===== src/acr_pkg.sv =====
// constants and types of the accelerometer configuration register slice
package acr_pkg;
   localparam logic [7:0] ADDR_Z_THR_HIGH = 8'h36;
   localparam logic [7:0] ADDR_Z_THR_LOW  = 8'h37;
   localparam logic [7:0] ADDR_HPF        = 8'h38;
   localparam logic [7:0] ADDR_PIN_A_MAP  = 8'h3b;
   localparam logic [7:0] ADDR_PIN_B_MAP  = 8'h3c;
   localparam logic [7:0] ADDR_TIMING     = 8'h3d;

   // writable bits of each register
   localparam logic [7:0] MASK_Z_THR_HIGH = 8'hff;
   localparam logic [7:0] MASK_Z_THR_LOW  = 8'he1;
   localparam logic [7:0] MASK_HPF        = 8'h03;
   localparam logic [7:0] MASK_PIN_MAP    = 8'hf1;
   localparam logic [7:0] MASK_TIMING     = 8'hff;
   localparam logic [7:0] RESET_VALUE     = 8'h00;

   localparam int POS_AXIS_EN     = 0;
   localparam int POS_ACTIVE_LOW  = 7;
   localparam int POS_AWAKE       = 6;
   localparam int POS_ACTIVITY    = 5;
   localparam int POS_INACTIVITY  = 4;
   localparam int POS_SAMPLE_RDY  = 0;
   localparam int POS_EXT_CLOCK   = 1;
   localparam int POS_EXT_TRIGGER = 0;

   localparam logic [2:0] RATE_CODE_MAX = 3'h4;

   // timing
   localparam int CLK_HZ       = 100_000_000;
   localparam int FAST_RATE_HZ = 5120;
   localparam int WAKE_UNIT_MS = 5;
   localparam int FAST_RATE_CYCLES = CLK_HZ / FAST_RATE_HZ;
   localparam int WAKE_UNIT_CYCLES = CLK_HZ / 1000 * WAKE_UNIT_MS;

   // wake periods 65..30720 ms as multiples of the 5 ms unit
   localparam logic [12:0] WAKE_MULT [8] = '{
      13'h000d, 13'h001a, 13'h0034, 13'h0080,
      13'h0200, 13'h0400, 13'h0800, 13'h1800};

   // corner in hundredths of Hz at the fastest output rate
   localparam logic [11:0] CORNER_CHZ [4] = '{
      12'hbe8, 12'h616, 12'h314, 12'h18c};

   typedef struct packed {
      logic       wr;
      logic       rd;
      logic [7:0] addr;
      logic [7:0] wdata;
   } acr_req_t;

   typedef struct packed {
      logic       awake;
      logic       activity;
      logic       inactivity;
      logic       sample_ready;
   } acr_events_t;

   typedef struct packed {
      logic [2:0] output_rate_select;
      logic [2:0] wake_timer_period;
      logic       external_clock_enable;
      logic       external_trigger_enable;
   } acr_timing_t;
endpackage


===== src/acr_tick_div.sv =====
// divider giving a one-cycle tick every period cycles
`timescale 1ns/100ps
module acr_tick_div #(
   parameter int W = 32
) (
   input  wire logic         clk,     // system clock
   input  wire logic         sys_rst, // synchronous reset
   input  wire logic         run,     // count while high
   input  wire logic [W-1:0] period,  // cycles per tick
   output      logic         tick     // one-cycle pulse
);
   logic [W-1:0] count;
   logic [W-1:0] next_count;
   wire          at_end;

   if (W < 2) begin : g_bad_width
      $error("acr_tick_div width too small");
   end

   // a period cut below the current count restarts the counter at the next clock
   assign at_end     = (count >= period - W'(1));
   assign next_count = at_end ? '0 : count + W'(1);

   always_ff @(posedge clk) begin
      if (sys_rst || !run) begin
         count <= '0;
         tick  <= 1'b0;
      end else begin
         count <= next_count;
         tick  <= at_end;
      end
   end
endmodule // acr_tick_div


===== src/acr_config_regs.sv =====
// configuration register slice with interrupt routing and rate timing
`timescale 1ns/100ps
module acr_config_regs #(
   parameter int FAST_RATE_CYCLES = acr_pkg::FAST_RATE_CYCLES,
   parameter int WAKE_UNIT_CYCLES = acr_pkg::WAKE_UNIT_CYCLES
) (
   input  wire logic                clk,              // 100 MHz
   input  wire logic                sys_rst,          // sync reset
   input  wire acr_pkg::acr_req_t   reg_req,          // register access
   output      logic [7:0]          reg_rdata,        // read data
   output      logic                reg_rvalid,       // read data valid
   input  wire acr_pkg::acr_events_t events,          // event conditions
   input  wire logic [11:0]         z_sample,         // z accel, signed
   input  wire logic                z_sample_valid,   // z sample strobe
   input  wire logic                ext_clock_tick,   // external clock
   input  wire logic                ext_trigger,      // external trigger
   output      logic                irq_pin_a_out,    // pin a level
   output      logic                irq_pin_a_oe,     // pin a driven
   output      logic                irq_pin_b_out,    // pin b level
   output      logic                irq_pin_b_oe,     // pin b driven
   output      logic [10:0]         z_motion_warn_threshold, // threshold
   output      logic                z_motion_warn_axis_enable, // z used
   output      logic                z_motion_warn_hit, // z over limit
   output      logic [1:0]          highpass_corner_code, // corner
   output      logic [11:0]         highpass_corner_chz, // corner 0.01Hz
   output      acr_pkg::acr_timing_t timing,          // timing fields
   output      logic                sample_tick,      // sample moment
   output      logic                wake_tick         // wake-up moment
);
   // stored registers
   logic [7:0] z_thr_high;
   logic [7:0] z_thr_low;
   logic [7:0] hpf_reg;
   logic [7:0] pin_a_map;
   logic [7:0] pin_b_map;
   logic [7:0] timing_reg;

   if (FAST_RATE_CYCLES < 2) begin : g_bad_rate
      $error("FAST_RATE_CYCLES must be at least 2");
   end
   if (WAKE_UNIT_CYCLES < 1) begin : g_bad_wake
      $error("WAKE_UNIT_CYCLES must be at least 1");
   end
   if (longint'(WAKE_UNIT_CYCLES) * 6144 > 64'hffff_ffff) begin : g_bad_w
      $error("WAKE_UNIT_CYCLES too large for the wake divider");
   end

   // ---------------------------------------------------------------
   // helpers
   // ---------------------------------------------------------------
   function automatic logic [7:0] merge_write(
      input logic [7:0] old_value,
      input logic [7:0] new_value,
      input logic [7:0] mask
   );
      merge_write = (old_value & ~mask) | (new_value & mask);
   endfunction

   function automatic logic [2:0] clamp_rate(input logic [2:0] code);
      clamp_rate = (code > acr_pkg::RATE_CODE_MAX) ?
                   acr_pkg::RATE_CODE_MAX : code;
   endfunction

   // events of one routing register OR'ed, reserved bits held zero
   function automatic logic routed_or(
      input logic [7:0]          map,
      input acr_pkg::acr_events_t ev
   );
      routed_or =
         (map[acr_pkg::POS_AWAKE]      & ev.awake)      |
         (map[acr_pkg::POS_ACTIVITY]   & ev.activity)   |
         (map[acr_pkg::POS_INACTIVITY] & ev.inactivity) |
         (map[acr_pkg::POS_SAMPLE_RDY] & ev.sample_ready);
   endfunction

   // ---------------------------------------------------------------
   // address decode
   // ---------------------------------------------------------------
   wire hit_thr_high = (reg_req.addr == acr_pkg::ADDR_Z_THR_HIGH);
   wire hit_thr_low  = (reg_req.addr == acr_pkg::ADDR_Z_THR_LOW);
   wire hit_hpf      = (reg_req.addr == acr_pkg::ADDR_HPF);
   wire hit_pin_a    = (reg_req.addr == acr_pkg::ADDR_PIN_A_MAP);
   wire hit_pin_b    = (reg_req.addr == acr_pkg::ADDR_PIN_B_MAP);
   wire hit_timing   = (reg_req.addr == acr_pkg::ADDR_TIMING);

   wire wr_thr_high  = reg_req.wr & hit_thr_high;
   wire wr_thr_low   = reg_req.wr & hit_thr_low;
   wire wr_hpf       = reg_req.wr & hit_hpf;
   wire wr_pin_a     = reg_req.wr & hit_pin_a;
   wire wr_pin_b     = reg_req.wr & hit_pin_b;
   wire wr_timing    = reg_req.wr & hit_timing;

   // reserved bits never take a written one
   wire [7:0] next_thr_high = merge_write(z_thr_high, reg_req.wdata,
                                          acr_pkg::MASK_Z_THR_HIGH);
   wire [7:0] next_thr_low  = merge_write(z_thr_low, reg_req.wdata,
                                          acr_pkg::MASK_Z_THR_LOW);
   wire [7:0] next_hpf      = merge_write(hpf_reg, reg_req.wdata,
                                          acr_pkg::MASK_HPF);
   wire [7:0] next_pin_a    = merge_write(pin_a_map, reg_req.wdata,
                                          acr_pkg::MASK_PIN_MAP);
   wire [7:0] next_pin_b    = merge_write(pin_b_map, reg_req.wdata,
                                          acr_pkg::MASK_PIN_MAP);
   wire [7:0] next_timing   = merge_write(timing_reg, reg_req.wdata,
                                          acr_pkg::MASK_TIMING);

   // read mux; unmapped addresses read zero
   wire [7:0] read_mux =
      hit_thr_high ? z_thr_high :
      hit_thr_low  ? z_thr_low  :
      hit_hpf      ? hpf_reg    :
      hit_pin_a    ? pin_a_map  :
      hit_pin_b    ? pin_b_map  :
      hit_timing   ? timing_reg : 8'h00;

   // ---------------------------------------------------------------
   // register storage
   // ---------------------------------------------------------------
   always_ff @(posedge clk) begin
      if (sys_rst) begin
         z_thr_high <= acr_pkg::RESET_VALUE;
         z_thr_low  <= acr_pkg::RESET_VALUE;
         hpf_reg    <= acr_pkg::RESET_VALUE;
         pin_a_map  <= acr_pkg::RESET_VALUE;
         pin_b_map  <= acr_pkg::RESET_VALUE;
         timing_reg <= acr_pkg::RESET_VALUE;
      end else begin
         if (wr_thr_high) z_thr_high <= next_thr_high;
         if (wr_thr_low)  z_thr_low  <= next_thr_low;
         if (wr_hpf)      hpf_reg    <= next_hpf;
         if (wr_pin_a)    pin_a_map  <= next_pin_a;
         if (wr_pin_b)    pin_b_map  <= next_pin_b;
         if (wr_timing)   timing_reg <= next_timing;
      end
   end

   always_ff @(posedge clk) begin
      if (sys_rst) begin
         reg_rdata  <= 8'h00;
         reg_rvalid <= 1'b0;
      end else begin
         reg_rvalid <= reg_req.rd;
         if (reg_req.rd) reg_rdata <= read_mux;
      end
   end

   // ---------------------------------------------------------------
   // z motion warning threshold and compare
   // ---------------------------------------------------------------
   wire [10:0] z_threshold = {z_thr_high, z_thr_low[7:5]};
   wire        z_enable    = z_thr_low[acr_pkg::POS_AXIS_EN];

   // magnitude of a 12-bit two's complement sample
   wire        z_negative  = z_sample[11];
   wire [11:0] z_magnitude = z_negative ? (~z_sample + 12'h001) : z_sample;
   wire        z_over      = z_magnitude > {1'b0, z_threshold};
   wire        z_hit_now   = z_enable & z_over;

   always_ff @(posedge clk) begin
      if (sys_rst) begin
         z_motion_warn_threshold   <= 11'h000;
         z_motion_warn_axis_enable <= 1'b0;
         z_motion_warn_hit         <= 1'b0;
      end else begin
         z_motion_warn_threshold   <= z_threshold;
         z_motion_warn_axis_enable <= z_enable;
         if (!z_enable) begin
            z_motion_warn_hit <= 1'b0;
         end else if (z_sample_valid) begin
            z_motion_warn_hit <= z_hit_now;
         end
      end
   end

   // ---------------------------------------------------------------
   // timing fields
   // ---------------------------------------------------------------
   wire [2:0] rate_code   = timing_reg[7:5];
   wire [2:0] wake_code   = timing_reg[4:2];
   wire       external_clock_enable_en  = timing_reg[acr_pkg::POS_EXT_CLOCK];
   wire       ext_trig_en = timing_reg[acr_pkg::POS_EXT_TRIGGER];
   wire [2:0] rate_used   = clamp_rate(rate_code);

   // period doubles for each step below the fastest rate
   wire [2:0]  rate_shift  = acr_pkg::RATE_CODE_MAX - rate_used;
   wire [31:0] fast_period = 32'(FAST_RATE_CYCLES);
   wire [31:0] rate_period = fast_period << rate_shift;

   wire [31:0] wake_unit   = 32'(WAKE_UNIT_CYCLES);
   wire [31:0] wake_mult   = {19'h00000, acr_pkg::WAKE_MULT[wake_code]};
   wire [31:0] wake_period = 32'(wake_unit * wake_mult);

   // ---------------------------------------------------------------
   // rate dividers
   // ---------------------------------------------------------------
   wire internal_rate_tick;
   wire internal_wake_tick;
   wire rate_div_run = ~external_clock_enable_en & ~ext_trig_en;

   acr_tick_div #(
      .W (32)
   ) u_rate_div (
      .clk     (clk),
      .sys_rst (sys_rst),
      .run     (rate_div_run),
      .period  (rate_period),
      .tick    (internal_rate_tick)
   );

   acr_tick_div #(
      .W (32)
   ) u_wake_div (
      .clk     (clk),
      .sys_rst (sys_rst),
      .run     (1'b1),
      .period  (wake_period),
      .tick    (internal_wake_tick)
   );

   // trigger overrides external clock, which overrides the divider
   wire sample_src =
      ext_trig_en ? ext_trigger    :
      external_clock_enable_en  ? ext_clock_tick :
      internal_rate_tick;

   always_ff @(posedge clk) begin
      if (sys_rst) begin
         sample_tick <= 1'b0;
         wake_tick   <= 1'b0;
         timing      <= '0;
      end else begin
         sample_tick <= sample_src;
         wake_tick   <= internal_wake_tick;
         timing      <= '{output_rate_select:      rate_code,
                          wake_timer_period:       wake_code,
                          external_clock_enable:   external_clock_enable_en,
                          external_trigger_enable: ext_trig_en};
      end
   end

   // ---------------------------------------------------------------
   // high-pass corner
   // ---------------------------------------------------------------
   wire [1:0]  corner_code = hpf_reg[1:0];
   wire [11:0] corner_fast = acr_pkg::CORNER_CHZ[corner_code];
   wire [11:0] corner_now  = corner_fast >> rate_shift;

   always_ff @(posedge clk) begin
      if (sys_rst) begin
         highpass_corner_code <= 2'h0;
         highpass_corner_chz  <= 12'h000;
      end else begin
         highpass_corner_code <= corner_code;
         highpass_corner_chz  <= corner_now;
      end
   end

   // ---------------------------------------------------------------
   // interrupt pins
   // ---------------------------------------------------------------
   wire pin_a_any  = |pin_a_map[6:0];
   wire pin_b_any  = |pin_b_map[6:0];
   wire pin_a_cond = routed_or(pin_a_map, events);
   wire pin_b_cond = routed_or(pin_b_map, events);
   wire pin_a_low  = pin_a_map[acr_pkg::POS_ACTIVE_LOW];
   wire pin_b_low  = pin_b_map[acr_pkg::POS_ACTIVE_LOW];

   always_ff @(posedge clk) begin
      if (sys_rst) begin
         irq_pin_a_out <= 1'b0;
         irq_pin_a_oe  <= 1'b0;
         irq_pin_b_out <= 1'b0;
         irq_pin_b_oe  <= 1'b0;
      end else begin
         irq_pin_a_out <= pin_a_cond ^ pin_a_low;
         irq_pin_a_oe  <= pin_a_any;
         irq_pin_b_out <= pin_b_cond ^ pin_b_low;
         irq_pin_b_oe  <= pin_b_any;
      end
   end
endmodule // acr_config_regs


===== config.mk =====
export PLATFORM = sky130hd
export DESIGN_NAME = acr_config_regs
export DESIGN_NICKNAME = d
export VERILOG_FILES = /design/src/acr_pkg.sv /design/src/acr_tick_div.sv /design/src/acr_config_regs.sv
export SDC_FILE = /design/constraint.sdc
export NUM_CORES = 1
export LEC_CHECK = 0
export ABC_AREA = 1
export BUFFER_PORTS_ARGS = -buffer_cell sky130_fd_sc_hd__clkbuf_2
export CORE_MARGIN = 8
export CORE_UTILIZATION = 40
export DETAILED_ROUTE_END_ITERATION = 12
export GPL_TIMING_DRIVEN = 0
export PLACE_DENSITY = 0.65
export SLEW_MARGIN = 20
export SYNTH_ARGS = -nofsm -noshare
export SYNTH_HDL_FRONTEND = slang
export SYNTH_SLANG_ARGS = --single-unit

===== constraint.sdc =====
create_clock -name clk -period 19 [get_ports clk]
set_clock_uncertainty 0.15 [all_clocks]
set_input_delay 0.95 -clock clk [delete_from_list [all_inputs] [get_ports clk]]
set_output_delay 0.95 -clock clk [all_outputs]
set_load 0.05 [all_outputs]

; ---- Word level (Yosys, flattened, before mapping)
; Memories as Yosys holds them, arrays and structs flattened.
; Cells that the tools add are included.
[op_classes]
n_addsub = 6
n_reduce_logical = 7
n_mul = 1
n_eq_ne = 6
n_bitwise = 34
order_cmp = 6
shifts = 2
mux = 15
[ops]
columns = op, count
row1 = $add A32 B1 Y32 const B, 2
row2 = $ge A32 B32 Y1, 2
row3 = $sub A32 B1 Y32 const B, 2
row4 = $eq A8 B6 Y1 const B, 6
row5 = $mux W8, 6
row6 = $mux W12, 3
row7 = $shl A15 B3 Y32 const A, 1
row8 = $mul A14 B13 Y27 const A, 1
row9 = $mux W13, 2
row10 = $bmux W12 S2, 1
row11 = $and A1 B1 Y1, 16
row12 = $or A4 B8 Y8, 2
row13 = $reduce_or A7 Y1, 2
row14 = $add A12 B1 Y12 const B, 1
row15 = $gt A12 B11 Y1, 1
row16 = $not A12 Y12, 1
row17 = $shr A12 B3 Y12, 1
row18 = $or A5 B8 Y8, 1
row19 = $or A8 B2 Y8, 1
row20 = $or A1 B1 Y1, 6
row21 = $reduce_or A2 Y1, 3
row22 = $ge A4 B4 Y1 const B, 1
row23 = $not A3 Y4, 1
row24 = $ge A3 B3 Y1 const B, 1
row25 = 9 further kinds, 13
[word_totals]
reg_bits = 164
word_cells = 105
mem_count = 1
romBits = 104
input_bits = 39
output_inout_bits = 50
[mem_list]
columns = memory, depth, width, rd, rd_clocked_by_memory_dff, wr, line_no
row1 = (name not given), 8, 13, 1, 0, 0, acr_config_regs.sv:190  ; wire [31:0] wake_mult = {19'h00000, acr_pkg::WAKE_MULT[wake_code]};

; ---- Logic depth before layout (Yosys ltp)
[depth]
word_depth = 8
ltp_mapped = 39
ltp_nobuf = 37

; ---- Modules after synthesis
; Synthesis repeated with hierarchy kept, for this count alone.
[hier_totals]
hier_cells = 1836
area_unflattened_um2 = 12684.7
[modules_own_cells]
columns = mod, area_per_inst_um2, cells_each, n_inst
row1 = acr_config_regs, 6311.1, 847, 1
row2 = acr_tick_div at u_rate_div, 3245.6, 502, 1
row3 = acr_tick_div at u_wake_div, 3128.0, 487, 1

; ---- Worst setup path after synthesis
; OpenSTA, ideal clock, no wires.
[synth_timing]
path_type = reg2reg
startpoint = register timing_reg[2]
endpoint = register u_wake_div.count[0]
path_stages_with_launch = 37
path_slack_ns = 12.597
t_arrival_ns = 6.126
synth_period_minus_slack_ns = 6.403
required_time_ns = 18.723
cell_sequence = dfxtp_1 > buf_2 > nor2_1 > inv_1 > ha_1 > fa_1 > ha_1 > inv_1 > fa_1 > inv_1 > fa_1 > ha_1 > nand2_1 > nor2_1 > nand2_1 > nand3_1 > nand2_1 > nand2_1 > nand2_1 > nand2_1 > nand2_1 > nand2_2 > nand3_1 > nor2_1 > nand2_1 > nand2_1 > nand2_1 > ha_1 > nand2_1 > inv_1 > nand3_1 > nor3_1 > nor4b_1 > nand2_1 > nand3_1 > clkbuf_1 > nor2_1
[synth_between]
elab_chain_len = 8
[synth_rtl]
columns = item, line_no
row1 = from (decl), acr_config_regs.sv:36  ; logic [7:0] timing_reg;
row2 = from (signal assigned), acr_config_regs.sv:126  ; timing_reg <= acr_pkg::RESET_VALUE;
row3 = from (signal assigned), acr_config_regs.sv:133  ; if (wr_timing) timing_reg <= next_timing;
row4 = $not A3 Y4 (implied by the code), acr_config_regs.sv:190
row5 = $mem_v2 Z8 W13, -
row6 = $mux W13 (implied by the code) (2 in series), acr_config_regs.sv:190
row7 = $mul A14 B13 Y27, acr_config_regs.sv:191  ; wire [31:0] wake_period = 32'(wake_unit * wake_mult);
row8 = $sub A32 B1 Y32, acr_tick_div.sv:21  ; assign at_end = (count >= period - W'(1));
row9 = $ge A32 B32 Y1, acr_tick_div.sv:21
row10 = $reduce_or A2 Y1 (no line), -
row11 = to (signal assigned), acr_tick_div.sv:29  ; count <= next_count;
row12 = to (decl), acr_tick_div.sv:12  ; logic [W-1:0] count;
; Every way passes these cells. The select of a mux whose other input is x is not followed.
; A chain may end at the register's enable or synchronous reset.

; ---- Worst setup path after layout
[layout_timing]
startpoint = register timing_reg[2]
endpoint = register u_wake_div.count[8]
; The elaborated chain is that of the path after synthesis.

==> metrics.txt <==
status finished, final reports clean; total power ~700 uW; first-pass GRT wire length 45200 um; pin count of the biggest net entering global routing 17; Worst Setup Start Kind flop; Final Hold Viols 0; H-tree levels 4; die height 183 um; Clock transition at path regs around 70 ps; CTS Sinks 148; worst-margin pin slew around 850 ps; share of cells above drive strength 1 11.8%; Crit Path Class flop to flop; GR Layer Usage met3 3.26%; arrival time worst endpoint approximately 8000 ps; WL per Instance 13.4 um; CP max stage cell nor2_1; CP most frequent cell nand2_1; # nets final 1822; CP startpoint timing_reg[2]; PostCTS Resize Cnt 0; Max Fanout on Critical Path 10; ys flop type dfxtp_1; Worst Setup End Kind flop; grt ovf 0; commonest non-fill, non-tap cells in the layout nand2_1, inv_1, nor2_1; FF-to-FF path depth 36; hold_buf cts 0; GRT Util Overall 16.3%; IO buf count 86; Antenna diodes 0; max-cap viol count 0; setup violation total in the final timing report 0; power per cell area 55.5 nW/um^2; core area 27600 sq um; Post-Route WL about 27000 um; met2 usage 26.7%; Vias just under 10000; FFs w/ async S/R, synth 0%; setup TNS 0 ps; maximum resistive drop on vdd a little over 50 uV; post-CTS setup buffer count 0; DR iter-0 viols 650; DIE AREA 33400 sq um; CP max stage delay 520 ps; synth unique cells 58; Tcrit/Tclk final 41.3%; minimum clock period 7850 ps; Leakage 0.00602 uW; FMAX 127 MHz; r2r setup slk ~11000 ps; clock latency on the worst-skew pair around 420 ps; reg2reg end u_wake_div.count[8]; Cells after Synth 1488; Final GP Congestion 0.930; Netlist Area Pre-Place 11100 sq um; Num CTS Buffers 17; Horiz. Die Dim 183 um; Avg Cell Area, Syn around 7.5 sq um; area delta synth->final 13.7%; via/cell ratio 4.84; ANT nets after route 0; most common cell after layout, fill and taps aside nand2_1; initial antenna violation count 0; Clock Tree Root clkbuf_16; Critical Path End u_wake_div.count[8]; RSZ-0062 raised after global routing no; Rel. slew slack 43.1%; max-slew violation count 0; Synthesis Warnings 0; drt drc 0; TritonRoute pass-1 iters 5; CP Data Required Time 19140 ps; Worst R2R Start timing_reg[2]; global route hottest layer met2; number of global-route vias before repair 9442; number of synthesized flops with an enable pin 0; sequential area share after synthesis 26.7%; Starting Density 40.3%; CTS Buffer Depth 2; Placement Rows 61; post-synthesis register bit count 148; CTS tree done; Hold Path Class flop to flop; Detail Placement HPWL 22000 um; fraction of met1 tracks used by global routing 21.2%; I/O pin cnt just under 90
## metrics by stage
step | utilization [%] | hold WS [ps] | std cells | area [sq um] | setup WS, ps
floorplan | - | 238 | 1502 | 11200 | 12600
global placement | 43.8 | 282 | 1966 | 12100 | 11260
detailed placement | 43.8 | 282 | 1966 | 12100 | 11170
CTS | 45.8 | 286 | 1998 | 12600 | 11120
global route | 45.8 | 281 | 1998 | 12600 | 10560
finish | 45.8 | 269 | 1998 | 12600 | 11150
## Yosys cell counts, types with 12 or more instances
cell type,number,area (sq um)
nand3_1,63,315
clkbuf_1,22,82.6
nor2_2,12,75.1
nand4_1,20,125
nor3_1,14,70.1
nor2_1,177,664
xor2_1,60,526
xnor2_1,21,184
a21oi_1,89,445
dfxtp_1,148,2960
ha_1,151,1890
inv_1,229,860
o21ai_0,73,365
fa_1,25,500
nand2_2,13,81.3
nand2_1,254,953
## layout make-up
type	instances	area, sq um
repair buffers	86	430
multi-input cells	1090	7180
clock buffers	18	429
clock inverters	14	139
flip-flops and latches	148	2960
well taps	378	473
fillers	2744	14900
inverters	239	905
plain buffers	25	110
## power by group
group / switching (uW) / total (uW) / internal, uW
clock network: 154 / 328 / 174
logic: 38.2 / 57.2 / 19.0
registers: 1.54 / 315 / 314
## routing by layer
| layer | part of all wire (%) | wire length, um | vias to the layer above |
|---|---|---|---|
| li1 | - | - | 5024 |
| met1 | 48 | 12800 | 4372 |
| met2 | 45 | 12000 | 239 |
| met3 | 4.9 | 1300 | 43 |
| met4 | 2.2 | 583 | 0 |
| met5 | 0 | 0 | - |
## logic make-up (layout without fill, tap and decap cells)
| group | after synthesis | count (layout) | synth area share (%) |
|---|---|---|---|
| simple gates | 601 | 601 | 25.0 |
| buf+inv | 264 | 382 | 9.14 |
| compound gates | 215 | 215 | 11.0 |
| fa+ha+maj | 176 | 176 | 21.5 |
| flops | 148 | 148 | 26.7 |
| xor+xnor | 83 | 83 | 6.68 |
| other cells | 1 | 15 | 0.0338 |
## worst min path at each step
stage	startpoint	cells after the start	end
floorplan	u_wake_div.tick	2	wake_tick
global route	u_wake_div.tick	2	wake_tick
CTS	u_wake_div.tick	2	wake_tick
detailed placement	u_wake_div.tick	2	wake_tick
global placement	u_wake_div.count[0]	1	u_wake_div.count[0]
finish	u_wake_div.tick	2	wake_tick
## worst max-delay path: cells and delay by family (launching register included)
kind          cells  cell delay (ps)
simple gates     23             3220
buf+inv           6             1210
fa+ha+maj         7             2790
flops             1              330
No activity file was read; power rests on OpenSTA's default activity.
